[src/hdl/sfa_map.svh]
`ifndef SFA_MAP_SVH
`define SFA_MAP_SVH
`define SFA_CARRY_POS 0
`define SFA_PARITY_POS 2
`define SFA_AUX_POS 4
`define SFA_ZERO_POS 6
`define SFA_SIGN_POS 7
`define SFA_TRAP_POS 8
`define SFA_INTEN_POS 9
`define SFA_DIR_POS 10
`define SFA_OVF_POS 11
`define SFA_FLAGS_RESET 16'h0002
`define SFA_FLAGS_FIXED_MASK 16'hF02A
`define SFA_FLAGS_FIXED_VAL 16'h0002
`define SFA_STEP_VECTOR 8'h01
`endif

[src/hdl/sfa_pkg.sv]
package sfa_pkg;
  typedef enum logic [2:0] {
    SFA_OP_ADD, SFA_OP_ADC, SFA_OP_SUB, SFA_OP_SBB,
    SFA_OP_AND, SFA_OP_OR, SFA_OP_XOR, SFA_OP_PASS
  } sfa_op_e;
  typedef enum logic [1:0] {
    SFA_SEG_EXTRA, SFA_SEG_CODE, SFA_SEG_STACK, SFA_SEG_DATA
  } sfa_seg_e;
  typedef enum logic [1:0] {
    SFA_REF_FETCH, SFA_REF_STACK, SFA_REF_DATA, SFA_REF_STR_DST
  } sfa_ref_e;
  typedef enum logic [1:0] {
    SFA_DISP_NONE, SFA_DISP_8, SFA_DISP_16
  } sfa_disp_e;
endpackage

[src/hdl/sfa_alu.sv]
`timescale 1ns/10ps
`include "sfa_map.svh"
module sfa_alu (
  input wire sfa_pkg::sfa_op_e op,
  input wire logic word_op,
  input wire logic carry_in,
  input wire logic [15:0] src_a,
  input wire logic [15:0] src_b,
  output logic [15:0] result,
  output logic carry_out,
  output logic aux_out,
  output logic ovf_out,
  output logic arith
);
  import sfa_pkg::*;
  logic [16:0] sum;
  logic [15:0] b_eff;
  logic sub;
  logic msb_a, msb_b, msb_r;
  always_comb begin
    sub = (op == SFA_OP_SUB) || (op == SFA_OP_SBB);
    arith = (op == SFA_OP_ADD) || (op == SFA_OP_ADC) || sub;
    b_eff = sub ? ~src_b : src_b;
    sum = 17'h0_0000;
    unique case (op)
      SFA_OP_ADD: sum = {1'b0, src_a} + {1'b0, b_eff};
      SFA_OP_ADC: sum = {1'b0, src_a} + {1'b0, b_eff} + {16'h0000, carry_in};
      SFA_OP_SUB: sum = {1'b0, src_a} + {1'b0, b_eff} + 17'h0_0001;
      SFA_OP_SBB: sum = {1'b0, src_a} + {1'b0, b_eff} + {16'h0000, ~carry_in};
      SFA_OP_AND: sum = {1'b0, src_a & src_b};
      SFA_OP_OR: sum = {1'b0, src_a | src_b};
      SFA_OP_XOR: sum = {1'b0, src_a ^ src_b};
      SFA_OP_PASS: sum = {1'b0, src_b};
    endcase
    // full sum kept: the byte carry is the carry into bit 8
    result = word_op ? sum[15:0] : {8'h00, sum[7:0]};
    // carry at the width of the operand
    if (word_op) begin
      carry_out = arith ? (sum[16] ^ sub) : 1'b0;
      msb_a = src_a[15];
      msb_b = b_eff[15];
      msb_r = sum[15];
    end else begin
      carry_out = arith ? ((src_a[8] ^ b_eff[8] ^ sum[8]) ^ sub) : 1'b0;
      msb_a = src_a[7];
      msb_b = b_eff[7];
      msb_r = sum[7];
    end
    aux_out = arith ? ((src_a[4] ^ b_eff[4] ^ sum[4]) ^ sub) : 1'b0;
    ovf_out = arith ? ((msb_a == msb_b) && (msb_r != msb_a)) : 1'b0;
  end
endmodule

[src/hdl/sfa_addr.sv]
`timescale 1ns/10ps
module sfa_addr (
  input wire sfa_pkg::sfa_ref_e ref_kind,
  input wire logic base_is_ptr,
  input wire logic override_en,
  input wire sfa_pkg::sfa_seg_e override_seg,
  input wire sfa_pkg::sfa_disp_e disp_kind,
  input wire logic [15:0] disp,
  input wire logic use_base,
  input wire logic use_index,
  input wire logic index_is_dest,
  input wire logic [15:0] base_reg_b,
  input wire logic [15:0] base_pointer_reg,
  input wire logic [15:0] src_index_reg,
  input wire logic [15:0] dest_index_reg,
  input wire logic [15:0] ip_offset,
  output sfa_pkg::sfa_seg_e seg_sel,
  output logic [15:0] offset
);
  import sfa_pkg::*;
  function automatic logic [15:0] sext8(input logic [7:0] v);
    return {{8{v[7]}}, v};
  endfunction
  logic [15:0] d, b, x;
  always_comb begin
    unique case (ref_kind)
      SFA_REF_FETCH: seg_sel = SFA_SEG_CODE;
      SFA_REF_STACK: seg_sel = SFA_SEG_STACK;
      SFA_REF_STR_DST: seg_sel = SFA_SEG_EXTRA;
      SFA_REF_DATA: seg_sel = SFA_SEG_DATA;
    endcase
    if (ref_kind == SFA_REF_DATA && use_base && base_is_ptr) begin
      seg_sel = SFA_SEG_STACK;
    end
    // fetch and string destination cannot be overridden
    if (override_en && (ref_kind == SFA_REF_DATA ||
        ref_kind == SFA_REF_STACK && disp_kind != SFA_DISP_NONE)) begin
      seg_sel = override_seg;
    end
    unique case (disp_kind)
      SFA_DISP_8: d = sext8(disp[7:0]);
      SFA_DISP_16: d = disp;
      default: d = 16'h0000;
    endcase
    b = base_is_ptr ? base_pointer_reg : base_reg_b;
    if (!use_base) begin
      b = 16'h0000;
    end
    x = index_is_dest ? dest_index_reg : src_index_reg;
    if (!use_index) begin
      x = 16'h0000;
    end
    // carry out of the sum is dropped by the 16-bit target
    if (ref_kind == SFA_REF_FETCH) begin
      offset = ip_offset;
    end else begin
      offset = 16'(d + b + x);
    end
  end
endmodule

[src/hdl/sfa_core.sv]
`timescale 1ns/10ps
`include "sfa_map.svh"
module sfa_core (
  input wire logic clock,
  input wire logic arst_n,
  input wire logic exec_valid,
  input wire sfa_pkg::sfa_op_e op,
  input wire logic word_op,
  input wire logic use_imm,
  input wire logic [15:0] reg_operand_a,
  input wire logic [15:0] reg_operand_b,
  input wire logic [15:0] imm_operand,
  input wire logic [15:0] flag_mask,
  input wire logic instr_done,
  input wire logic flags_load,
  input wire logic [15:0] flags_load_value,
  input wire logic int_taken,
  input wire logic maskable_req,
  input wire logic string_step,
  input wire logic [15:0] string_index_in,
  input wire logic mem_valid,
  input wire sfa_pkg::sfa_ref_e ref_kind,
  input wire logic base_is_ptr,
  input wire logic override_en,
  input wire sfa_pkg::sfa_seg_e override_seg,
  input wire sfa_pkg::sfa_disp_e disp_kind,
  input wire logic [15:0] disp,
  input wire logic use_base,
  input wire logic use_index,
  input wire logic index_is_dest,
  input wire logic [15:0] base_reg_b,
  input wire logic [15:0] base_pointer_reg,
  input wire logic [15:0] src_index_reg,
  input wire logic [15:0] dest_index_reg,
  input wire logic [15:0] ip_offset,
  input wire logic [15:0] code_segment_reg,
  input wire logic [15:0] stack_segment_reg,
  input wire logic [15:0] data_segment_reg,
  input wire logic [15:0] extra_segment_reg,
  output logic [15:0] status_flags_word,
  output logic [15:0] result,
  output logic step_int,
  output logic [7:0] step_vector,
  output logic maskable_accept,
  output logic [15:0] string_index_out,
  output logic [15:0] addr_segment,
  output logic [15:0] addr_offset,
  output logic addr_valid
);
  import sfa_pkg::*;
  function automatic logic even_ones(input logic [7:0] v);
    return ~(^v);
  endfunction
  logic [15:0] flags;
  logic [15:0] next_flags;
  logic [15:0] opnd_b;
  logic [15:0] alu_res;
  logic alu_c, alu_a, alu_o, alu_arith;
  logic step_armed;
  logic res_msb;
  sfa_seg_e seg_sel;
  logic [15:0] off_comb;
  logic [15:0] seg_val;
  logic [15:0] str_step;
  // immediate operand replaces second register operand
  assign opnd_b = use_imm ? imm_operand : reg_operand_b;
  sfa_alu u_alu (
    .op(op),
    .word_op(word_op),
    .carry_in(flags[`SFA_CARRY_POS]),
    .src_a(reg_operand_a),
    .src_b(opnd_b),
    .result(alu_res),
    .carry_out(alu_c),
    .aux_out(alu_a),
    .ovf_out(alu_o),
    .arith(alu_arith)
  );
  sfa_addr u_addr (
    .ref_kind(ref_kind),
    .base_is_ptr(base_is_ptr),
    .override_en(override_en),
    .override_seg(override_seg),
    .disp_kind(disp_kind),
    .disp(disp),
    .use_base(use_base),
    .use_index(use_index),
    .index_is_dest(index_is_dest),
    .base_reg_b(base_reg_b),
    .base_pointer_reg(base_pointer_reg),
    .src_index_reg(src_index_reg),
    .dest_index_reg(dest_index_reg),
    .ip_offset(ip_offset),
    .seg_sel(seg_sel),
    .offset(off_comb)
  );
  assign res_msb = word_op ? alu_res[15] : alu_res[7];
  always_comb begin
    next_flags = flags;
    if (flags_load) begin
      next_flags = flags_load_value;
    end
    if (exec_valid) begin
      // only bits named in flag_mask are updated
      if (flag_mask[`SFA_CARRY_POS]) begin
        next_flags[`SFA_CARRY_POS] = alu_c;
      end
      if (flag_mask[`SFA_PARITY_POS]) begin
        next_flags[`SFA_PARITY_POS] = even_ones(alu_res[7:0]);
      end
      if (flag_mask[`SFA_AUX_POS]) begin
        next_flags[`SFA_AUX_POS] = alu_a;
      end
      if (flag_mask[`SFA_ZERO_POS]) begin
        next_flags[`SFA_ZERO_POS] = (alu_res == 16'h0000);
      end
      if (flag_mask[`SFA_SIGN_POS]) begin
        next_flags[`SFA_SIGN_POS] = res_msb;
      end
      if (flag_mask[`SFA_OVF_POS]) begin
        next_flags[`SFA_OVF_POS] = alu_o;
      end
    end
    if (step_int) begin
      next_flags[`SFA_TRAP_POS] = 1'b0;
    end
    if (int_taken || step_int) begin
      next_flags[`SFA_INTEN_POS] = 1'b0;
    end
    next_flags = (next_flags & ~`SFA_FLAGS_FIXED_MASK) |
      `SFA_FLAGS_FIXED_VAL;
  end
  always_ff @(posedge clock or negedge arst_n) begin
    if (!arst_n) begin
      flags <= `SFA_FLAGS_RESET;
    end else begin
      flags <= next_flags;
    end
  end
  assign status_flags_word = flags;
  // trap is armed by the instruction that sees it set, fires after the next
  always_ff @(posedge clock or negedge arst_n) begin
    if (!arst_n) begin
      step_armed <= 1'b0;
      step_int <= 1'b0;
    end else begin
      step_int <= 1'b0;
      if (instr_done && !step_int) begin
        if (step_armed && flags[`SFA_TRAP_POS]) begin
          step_int <= 1'b1;
          step_armed <= 1'b0;
        end else begin
          step_armed <= flags[`SFA_TRAP_POS];
        end
      end
    end
  end
  assign step_vector = `SFA_STEP_VECTOR;
  assign maskable_accept = maskable_req && flags[`SFA_INTEN_POS];
  assign str_step = word_op ? 16'h0002 : 16'h0001;
  always_ff @(posedge clock or negedge arst_n) begin
    if (!arst_n) begin
      result <= 16'h0000;
      string_index_out <= 16'h0000;
    end else begin
      if (exec_valid) begin
        result <= alu_res;
      end
      if (string_step) begin
        if (flags[`SFA_DIR_POS]) begin
          string_index_out <= string_index_in - str_step;
        end else begin
          string_index_out <= string_index_in + str_step;
        end
      end
    end
  end
  always_comb begin
    unique case (seg_sel)
      SFA_SEG_CODE: seg_val = code_segment_reg;
      SFA_SEG_STACK: seg_val = stack_segment_reg;
      SFA_SEG_DATA: seg_val = data_segment_reg;
      SFA_SEG_EXTRA: seg_val = extra_segment_reg;
    endcase
  end
  always_ff @(posedge clock or negedge arst_n) begin
    if (!arst_n) begin
      addr_segment <= 16'h0000;
      addr_offset <= 16'h0000;
      addr_valid <= 1'b0;
    end else begin
      addr_valid <= mem_valid;
      if (mem_valid) begin
        addr_segment <= seg_val;
        addr_offset <= off_comb;
      end
    end
  end
  property p_step_clears;
    @(posedge clock) disable iff (!arst_n)
      step_int |=> !flags[`SFA_TRAP_POS];
  endproperty
  a_step_clears: assert property (p_step_clears)
    else $error("trap bit not cleared by step interrupt");
  property p_int_gate;
    @(posedge clock) disable iff (!arst_n)
      maskable_accept |-> flags[`SFA_INTEN_POS];
  endproperty
  a_int_gate: assert property (p_int_gate)
    else $error("maskable interrupt accepted while disabled");
  property p_zero;
    @(posedge clock) disable iff (!arst_n)
      exec_valid && flag_mask[`SFA_ZERO_POS] && !step_int && !flags_load
      |=> flags[`SFA_ZERO_POS] == ($past(alu_res) == 16'h0000);
  endproperty
  a_zero: assert property (p_zero)
    else $error("zero flag mismatch");
  property p_parity;
    @(posedge clock) disable iff (!arst_n)
      exec_valid && flag_mask[`SFA_PARITY_POS]
      |=> flags[`SFA_PARITY_POS] == ~(^result[7:0]);
  endproperty
  a_parity: assert property (p_parity)
    else $error("parity flag mismatch");
  property p_sign;
    @(posedge clock) disable iff (!arst_n)
      exec_valid && flag_mask[`SFA_SIGN_POS]
      |=> flags[`SFA_SIGN_POS] == ($past(word_op) ? result[15] : result[7]);
  endproperty
  a_sign: assert property (p_sign)
    else $error("sign flag mismatch");
  property p_hold;
    @(posedge clock) disable iff (!arst_n)
      !exec_valid && !flags_load && !step_int && !int_taken
      |=> $stable(flags);
  endproperty
  a_hold: assert property (p_hold)
    else $error("flags changed without cause");
  property p_fixed;
    @(posedge clock) disable iff (!arst_n)
      (flags & `SFA_FLAGS_FIXED_MASK) == `SFA_FLAGS_FIXED_VAL;
  endproperty
  a_fixed: assert property (p_fixed)
    else $error("undefined flag positions not constant");
  property p_fetch_cs;
    @(posedge clock) disable iff (!arst_n)
      mem_valid && ref_kind == SFA_REF_FETCH
      |=> addr_segment == $past(code_segment_reg);
  endproperty
  a_fetch_cs: assert property (p_fetch_cs)
    else $error("prefetch not in code segment");
  property p_dir;
    @(posedge clock) disable iff (!arst_n)
      string_step && flags[`SFA_DIR_POS] && !word_op
      |=> string_index_out == 16'($past(string_index_in) - 16'h0001);
  endproperty
  a_dir: assert property (p_dir)
    else $error("string index not decremented");
  property p_int_clear;
    @(posedge clock) disable iff (!arst_n)
      int_taken |=> !flags[`SFA_INTEN_POS];
  endproperty
  a_int_clear: assert property (p_int_clear)
    else $error("interrupt enable not cleared by interrupt");
  property p_step_pulse;
    @(posedge clock) disable iff (!arst_n)
      step_int |=> !step_int;
  endproperty
  a_step_pulse: assert property (p_step_pulse)
    else $error("step interrupt longer than one cycle");
  property p_addr_valid;
    @(posedge clock) disable iff (!arst_n)
      mem_valid |=> addr_valid;
  endproperty
  a_addr_valid: assert property (p_addr_valid)
    else $error("address not marked valid after capture");
  property p_load;
    @(posedge clock) disable iff (!arst_n)
      flags_load && !exec_valid && !step_int && !int_taken
      |=> flags == (($past(flags_load_value) & ~`SFA_FLAGS_FIXED_MASK) |
        `SFA_FLAGS_FIXED_VAL);
  endproperty
  a_load: assert property (p_load)
    else $error("flag word load mismatch");
endmodule

[config.mk]
export PLATFORM = sky130hd
export DESIGN_NAME = sfa_core
export DESIGN_NICKNAME = d
export VERILOG_FILES = /design/src/hdl/sfa_pkg.sv /design/src/hdl/sfa_alu.sv /design/src/hdl/sfa_addr.sv /design/src/hdl/sfa_core.sv
export VERILOG_INCLUDE_DIRS = /design/src /design/src/hdl
export SDC_FILE = /design/constraint.sdc
export NUM_CORES = 1
export LEC_CHECK = 0
export BUFFER_PORTS_ARGS = -buffer_cell sky130_fd_sc_hd__buf_2
export CORE_AREA = 2 2 145 147
export CTS_CLUSTER_SIZE = 14
export DETAILED_ROUTE_END_ITERATION = 8
export DIE_AREA = 0 0 147 149
export PLACE_DENSITY = 0.78
export SETUP_SLACK_MARGIN = 0.4
export SLEW_MARGIN = 30
export SYNTH_ARGS = -nofsm -noshare
export SYNTH_HDL_FRONTEND = slang
export SYNTH_HIERARCHICAL = 1
export SYNTH_SLANG_ARGS = --single-unit
[constraint.sdc]
create_clock -name clock -period 6.45 [get_ports clock]
set_input_delay 1.29 -clock clock [delete_from_list [all_inputs] [get_ports clock]]
set_output_delay 1.29 -clock clock [all_outputs]
set_load 0.005 [all_outputs]
# Word level (Yosys, flattened, before mapping)

Index checks and enable logic that the tools add are counted.

Word-level logic and storage cells: 113
Register bits after elaboration: 76
Output and inout bits: 91

Muxes and demuxes: 42
Eq/ne operators: 17
Reductions and logical operators: 22
Bitwise operators: 13
$add $sub $neg: 8

Operator list:

| cell                                                             | number |
|---|---|
| 16-bit 2-to-1 mux                                                | 9 |
| 17-bit one-hot mux with 8 select lines                           | 1 |
| 16-bit one-hot mux with 4 select lines                           | 1 |
| 17-bit by 1-bit adder with 17-bit output                         | 2 |
| 16-bit adder                                                     | 2 |
| 16-bit one-hot mux with 2 select lines                           | 1 |
| 1-bit 2-to-1 mux                                                 | 24 |
| 16-bit by 16-bit adder with 17-bit output                        | 1 |
| 17-bit by 1-bit adder with 17-bit output (second input constant) | 1 |
| 16-bit by 2-bit adder with 16-bit output                         | 1 |
| 16-bit AND                                                       | 1 |
| 16-bit logical NOT                                               | 1 |
| 16-bit NOT                                                       | 1 |
| 16-bit OR                                                        | 1 |
| 16-bit by 2-bit subtractor with 16-bit output                    | 1 |
| 16-bit XOR                                                       | 1 |
| 3-bit == test (second input constant)                            | 4 |
| 12-bit 2-to-1 mux                                                | 1 |
| 2-bit == test (second input constant)                            | 5 |
| 1-bit logical AND                                                | 8 |
| 2-bit 2-to-1 mux                                                 | 4 |
| 2-bit one-hot mux with 4 select lines                            | 1 |
| 8-bit XOR reduction                                              | 1 |
| 1-bit XOR                                                        | 7 |
| 11 further kinds                                                 | 22 |

# Logic depth before layout (Yosys ltp)

Word-level depth: 12
Mapped depth: 20
Gate-level depth less buffers: 18

# Modules after synthesis

The synthesis kept the hierarchy.

By module, submodules not included:

| module   | instances | cells each | area an instance (um^2) |
|---|---|---|---|
| sfa_core | 1         | 389        | 4541.9 |
| sfa_alu  | 1         | 410        | 3009.1 |
| sfa_addr | 1         | 292        | 2117.0 |

# Least setup slack after synthesis

Ideal clock, no wire load.

Kind: input -> register
From: in op[2]
To: reg flags[6], in the netlist status_flags_word[6]
Buffers on the path: 2
Setup slack: 1096 ps
Data required time: 6373 ps
Arrival: 5276 ps
Stages on the path: 20
Cells stage by stage: clkbuf_1 -> clkinv_1 -> nand2_2 -> buf_1 -> xnor2_1 -> ha_1 -> inv_1 -> fa_1 -> nand2b_1 -> a21oi_1 -> o21ai_0 -> nor4_4 -> nand4_1 -> nor3b_1 -> xnor2_1 -> o21ai_0 -> and3_1 -> nor4_1 -> a31oi_1 -> a21oi_1

Longest elaborated chain between the ends: 10

Ends and longest elaborated chain:

| element                                                     | RTL line                                    | source |
|---|---|---|
| start, declared                                             | sfa_core.sv:7                               | `input wire sfa_pkg::sfa_op_e op,` |
| 3-bit by 2-bit == test with 1-bit output                    | sfa_alu.sv:21, sfa_alu.sv:25                |  |
| 1-bit logical OR                                            | sfa_alu.sv:21                               | `sub = (op == SFA_OP_SUB) \|\| (op == SFA_OP_SBB);` |
| 16-bit 2-to-1 mux                                           | sfa_alu.sv:23                               | `b_eff = sub ? ~src_b : src_b;` |
| 16-bit by 16-bit adder with 17-bit output                   | --                                          |  |
| 17-bit by 1-bit adder with 17-bit output (on tied branches) | sfa_alu.sv:29, sfa_alu.sv:27, sfa_alu.sv:28 |  |
| 17-bit one-hot mux with 8 select lines (*)                  | sfa_alu.sv:25                               | `unique case (op)` |
| 16-bit 2-to-1 mux (*)                                       | sfa_alu.sv:36                               | `result = word_op ? sum[15:0] : {8'h00, sum[7:0]};` |
| via alu_res[12]                                             | sfa_core.sv:57                              | `logic [15:0] alu_res;` |
| 16-bit logical NOT (*)                                      | sfa_core.sv:115                             | `` next_flags[`SFA_ZERO_POS] = (alu_res == 16'h0000); `` |
| 1-bit 2-to-1 mux (*)                                        | sfa_core.sv:114                             | `` if (flag_mask[`SFA_ZERO_POS]) begin `` |
| 2-bit 2-to-1 mux (*)                                        | sfa_core.sv:103                             | `if (exec_valid) begin` |
| via next_flags[6]                                           | sfa_core.sv:55                              | `logic [15:0] next_flags;` |
| end signal, assigned                                        | sfa_core.sv:135                             | `` flags <= `SFA_FLAGS_RESET; `` |
| end signal, assigned                                        | sfa_core.sv:137                             | `flags <= next_flags;` |
| end, declared                                               | sfa_core.sv:54                              | `logic [15:0] flags;` |

Mark *: on every way through the listed nets, which the timed path passes. The rest lies on a longest branch.
A chain may end at the register's enable or synchronous reset.

# Final worst setup path

From: in use_imm
To: reg flags[2], in the netlist status_flags_word[2]

Longest elaborated chain between the ends: 11

Ends and longest elaborated chain:

| element                                                     | RTL line                                    | source |
|---|---|---|
| start, declared                                             | sfa_core.sv:9                               | `input wire logic use_imm,` |
| 16-bit 2-to-1 mux (*)                                       | sfa_core.sv:66                              | `assign opnd_b = use_imm ? imm_operand : reg_operand_b;` |
| via opnd_b[0]                                               | sfa_core.sv:56                              | `logic [15:0] opnd_b;` |
| 16-bit NOT                                                  | sfa_alu.sv:23                               |  |
| 16-bit 2-to-1 mux (*)                                       | sfa_alu.sv:23                               |  |
| 16-bit by 16-bit adder with 17-bit output (*)               | --                                          |  |
| 17-bit by 1-bit adder with 17-bit output (on tied branches) | sfa_alu.sv:29, sfa_alu.sv:27, sfa_alu.sv:28 |  |
| 17-bit one-hot mux with 8 select lines (*)                  | sfa_alu.sv:25                               |  |
| 16-bit 2-to-1 mux (*)                                       | sfa_alu.sv:36                               |  |
| via alu_res[7]                                              | sfa_core.sv:57                              |  |
| 8-bit XOR reduction (*)                                     | sfa_core.sv:52                              | `return ~(^v);` |
| 1-bit NOT (*)                                               | sfa_core.sv:52                              |  |
| 1-bit 2-to-1 mux (*)                                        | sfa_core.sv:108                             | `` if (flag_mask[`SFA_PARITY_POS]) begin `` |
| 1-bit 2-to-1 mux (*)                                        | sfa_core.sv:103                             |  |
| via next_flags[2]                                           | sfa_core.sv:55                              |  |

Marked as above.

==> summary.txt <==
Clock tree
  – CTS Buf Count: 9
  – Root buffer cell: clkbuf_16
  – Clock Sinks: 76
  – Post-cts hold buffer count: 0
  – Clock buffer depth: 2
  – Clk_lat worst skew: between 0.3 and 0.4 ns
  – Cts repair resizes: 0
  – Worst-path clk slew: 0.06 ns
  – CTS tree: done
  – Post-CTS Setup Bufs: 0
  – H-tree levels: 3

Global route
  – Number of global-route vias before repair: about 8.8k
  – GR peak layer: met2
  – GRT Total Usage: 26.0%
  – First-pass GRT wire length: 45500 microns
  – GRT overflow: 0
  – GRT met1 Usage: 31.5%
  – Grt met3 use: 3.24%
  – Pin count of the biggest net entering global routing: 77
  – Initial antenna violation count: 6
  – GR Util met2: 47.6%

Placement
  – Placed Cells: between 1.5k and 2k
  – Final GP Congestion: around 0.93
  – Detailed Place HPWL: 24000 microns
  – Number of buffers added on ports: 339

Synth
  – Top cells by count, synth: nand2_1, mux2_2, inv_1
  – Syn Area/Cell: 8.86 sq um
  – Leading area contributor after synthesis: dfrtp_1
  – Mapped Cells: 1091
  – Top_reg_cell synth: dfrtp_1
  – Sequential share of the synthesized area: 19.7%
  – Synth cell types: 97
  – Number of synthesized register bits: 76
  – Synth warn: 6
  – Count leader, synth: nand2_1
  – Post-synth EDFFs: 0
  – Cell Area, Synth: approximately 0.0097 sq mm
  – Synth async-reset ratio: 100%
  – Largest cells by area after synthesis: dfrtp_1, mux2_2, ha_1, nand2_1, mux4_2
  – Synth top area share: 19.7%

Detailed routing
  – DR DRC count: 0
  – Antenna viol nets, final: 0
  – Pre-Repair DR Iteration Count: 5
  – Routed WL: about 29000 microns
  – Vias per cell: roughly 5.5
  – Via count: 9219
  – Post-DR wirelength/cell: approximately 17 microns
  – DR iter-0 viols: 370

Worst setup path
  – Worst path required time: between 6 and 7 ns
  – Worst path most repeated cell: xnor2_1
  – Critical Path Max Stage Delay: 0.44 ns
  – CP startpoint: use_imm
  – Worst path slowest cell: mux2_2
  – CP Cell Sequence: buf_2, mux2_2, xnor2_1, ha_1, inv_1, fa_1, xnor2_1, nand3_1, nor2_1, nand2_1, xor2_1, a21oi_1, inv_1, ha_1, xnor2_1, xnor2_1, a31oi_1
  – CP Capture Type: register
  – CP Max Fanout: 16
  – Arr. time, crit path: 5.52 ns
  – Classification of the worst setup path: in2reg
  – Worst r2r src: status_flags_word[0]$_DFF_PN0_
  – CP startpoint kind: primary input

Timing
  – Min cycle time layout: 5.33 ns
  – Final setup viols: 0
  – Slew Viols, Final: 0
  – Fmax: 187 MHz
  – Worst Tran Pin Value: 0.805 ns
  – Worst rel slew slack: 46.3%
  – Final Cycle Share: between 80 and 90%
  – Setup tns final: 0 ns
  – Clock skew: 0.00432 ns
  – RSZ-0062 raised after global routing: false
  – Final Hold Viols: 0

Floorplanning
  – Die height: 149 microns
  – Die Area: around 0.022 sq mm
  – Rows: 53
  – CORE AREA: 0.0206 sq mm
  – I/O Pins: 372
  – Initial core utilization: 47.0%
  – DIE WIDTH: 147 microns

Layout
  – Fill cell count: 1874
  – Share of layout cells above drive strength 1: 37.7%
  – Register Area: around 0.0019 sq mm
  – Fin nets: between 1.5k and 2k
  – P&R area growth vs syn: 21.6%
  – Fin cells: between 1.5k and 2k
  – Multi-input gate area in the final layout: 0.00708 sq mm

Min path
  – Hold Startpoint: string_index_out[1]$_DFFE_PN0P_
  – Hold crit path type: reg2reg

Power and ir drop
  – Leak: 5.86 nW
  – Power per Cell Area: 208 mW/mm^2
  – Maximum vdd drop: 0.000168 V

Run
  – Max Cap Viol: 0

Run status
  – Status: finished, final reports clean
-- per-layer routing --
layer	vias to the layer above	routed length [microns]
met5	-	0
met3	43	1590
met2	305	14700
li1	4447	-
met1	4424	11800
met4	0	810
-- cell families (layout without fill, tap and decap cells) --
logic type               after synthesis  count (layout)  share of synthesized area (%)
buffers and inverters                164             459                           7.62
multiplexers                         146             146                           19.4
AO/OA/AOI/OAI                        235             235                           17.1
adder cells (fa/ha/maj)              109             109                           15.5
other                                  2              19                         0.0777
AND/OR/NAND/NOR                      297             297                           14.7
flip-flops                            76              76                           19.7
XOR/XNOR                              62              62                           5.85
-- final timing paths --
| check | end | slack [ns] | cells past startpoint |
|---|---|---|---|
| max | status_flags_word[2]$_DFF_PN0_ | 1.12 | 17 |
| min | string_index_out[1]$_DFFE_PN0P_ | 0.48 | 2 |
| max reg2reg | status_flags_word[2]$_DFF_PN0_ | 3.45 | 13 |
| min reg2reg | string_index_out[1]$_DFFE_PN0P_ | 0.48 | 2 |
| max in group asynchronous | result[2]$_DFFE_PN0P_ | 4.97 | 1 |
| min in group asynchronous | addr_segment[7]$_DFFE_PN0P_ | 0.96 | 1 |
-- final cells by class --
type,instances,area share (%)
antenna,4,0.0852
clock buffer,9,1.92
clock inverter,7,0.713
inverter,99,3.16
multi-input combinational,864,60.2
sequential,76,16.2
tap,275,2.93
timing repair buffer,344,14.8
-- state kept, by name, indices dropped and copies added (netlist names) --
signal             cells
result                16
step_int               1
status_flags_word      9
addr_segment          16
string_index_out      16
addr_valid             1
step_armed             1
addr_offset           16
-- through the flow --
stage | area [sq um] | setup WS (ns) | hold slack [ns] | util, % | total power, mW
floorplan | 9720 | 1.10 | 0.470 | - | 1.52
CTS | 11700 | 1.12 | 0.488 | 57.1 | 2.45
detailed placement | 11400 | 0.788 | 0.472 | 55.6 | 1.92
global placement | 11400 | 0.909 | 0.468 | 55.6 | 1.89
finish | 11800 | 1.12 | 0.483 | 57.2 | 2.44
global route | 11800 | 0.791 | 0.514 | 57.2 | 2.63
-- worst max-delay path: cells and delay by family --
| family | cells | cell delay (ns) |
|---|---|---|
| mux | 1 | 0.44 |
| compound gates | 2 | 0.47 |
| fa+ha+maj | 3 | 0.91 |
| xor+xnor | 5 | 1.15 |
| simple gates | 3 | 0.75 |
| buf+inv | 3 | 0.50 |
-- cell usage in the layout, fill, tap and decap left out, types with 8 or more instances in the layout --
cell type | synthesis | routed
buf_2 | 7 | 338
clkbuf_16 | 0 | 9
mux4_2 | 23 | 23
inv_1 | 97 | 97
fa_1 | 18 | 18
and3_1 | 8 | 8
o21a_1 | 10 | 10
ha_1 | 91 | 91
xor2_1 | 14 | 14
nor2_1 | 61 | 61
mux2_2 | 102 | 102
a21oi_1 | 53 | 53
nor3_1 | 9 | 9
o21ai_0 | 50 | 49
o21ai_1 | 9 | 10
nor2b_1 | 11 | 11
xnor2_1 | 45 | 45
conb_1 | 2 | 15
dfrtp_1 | 76 | 76
mux2i_1 | 19 | 19
nand2_1 | 139 | 139
nand3_1 | 15 | 15
a211oi_1 | 9 | 9
a21o_1 | 11 | 11
-- report_power, final --
group          switching [mW]  total [mW]  internal [mW]  leakage [nW]
registers              0.0642       0.654          0.590         0.918
clock network           0.213       0.520          0.306         0.142
logic                   0.668        1.27          0.600          4.80
No activity file was read; power rests on OpenSTA's default activity.
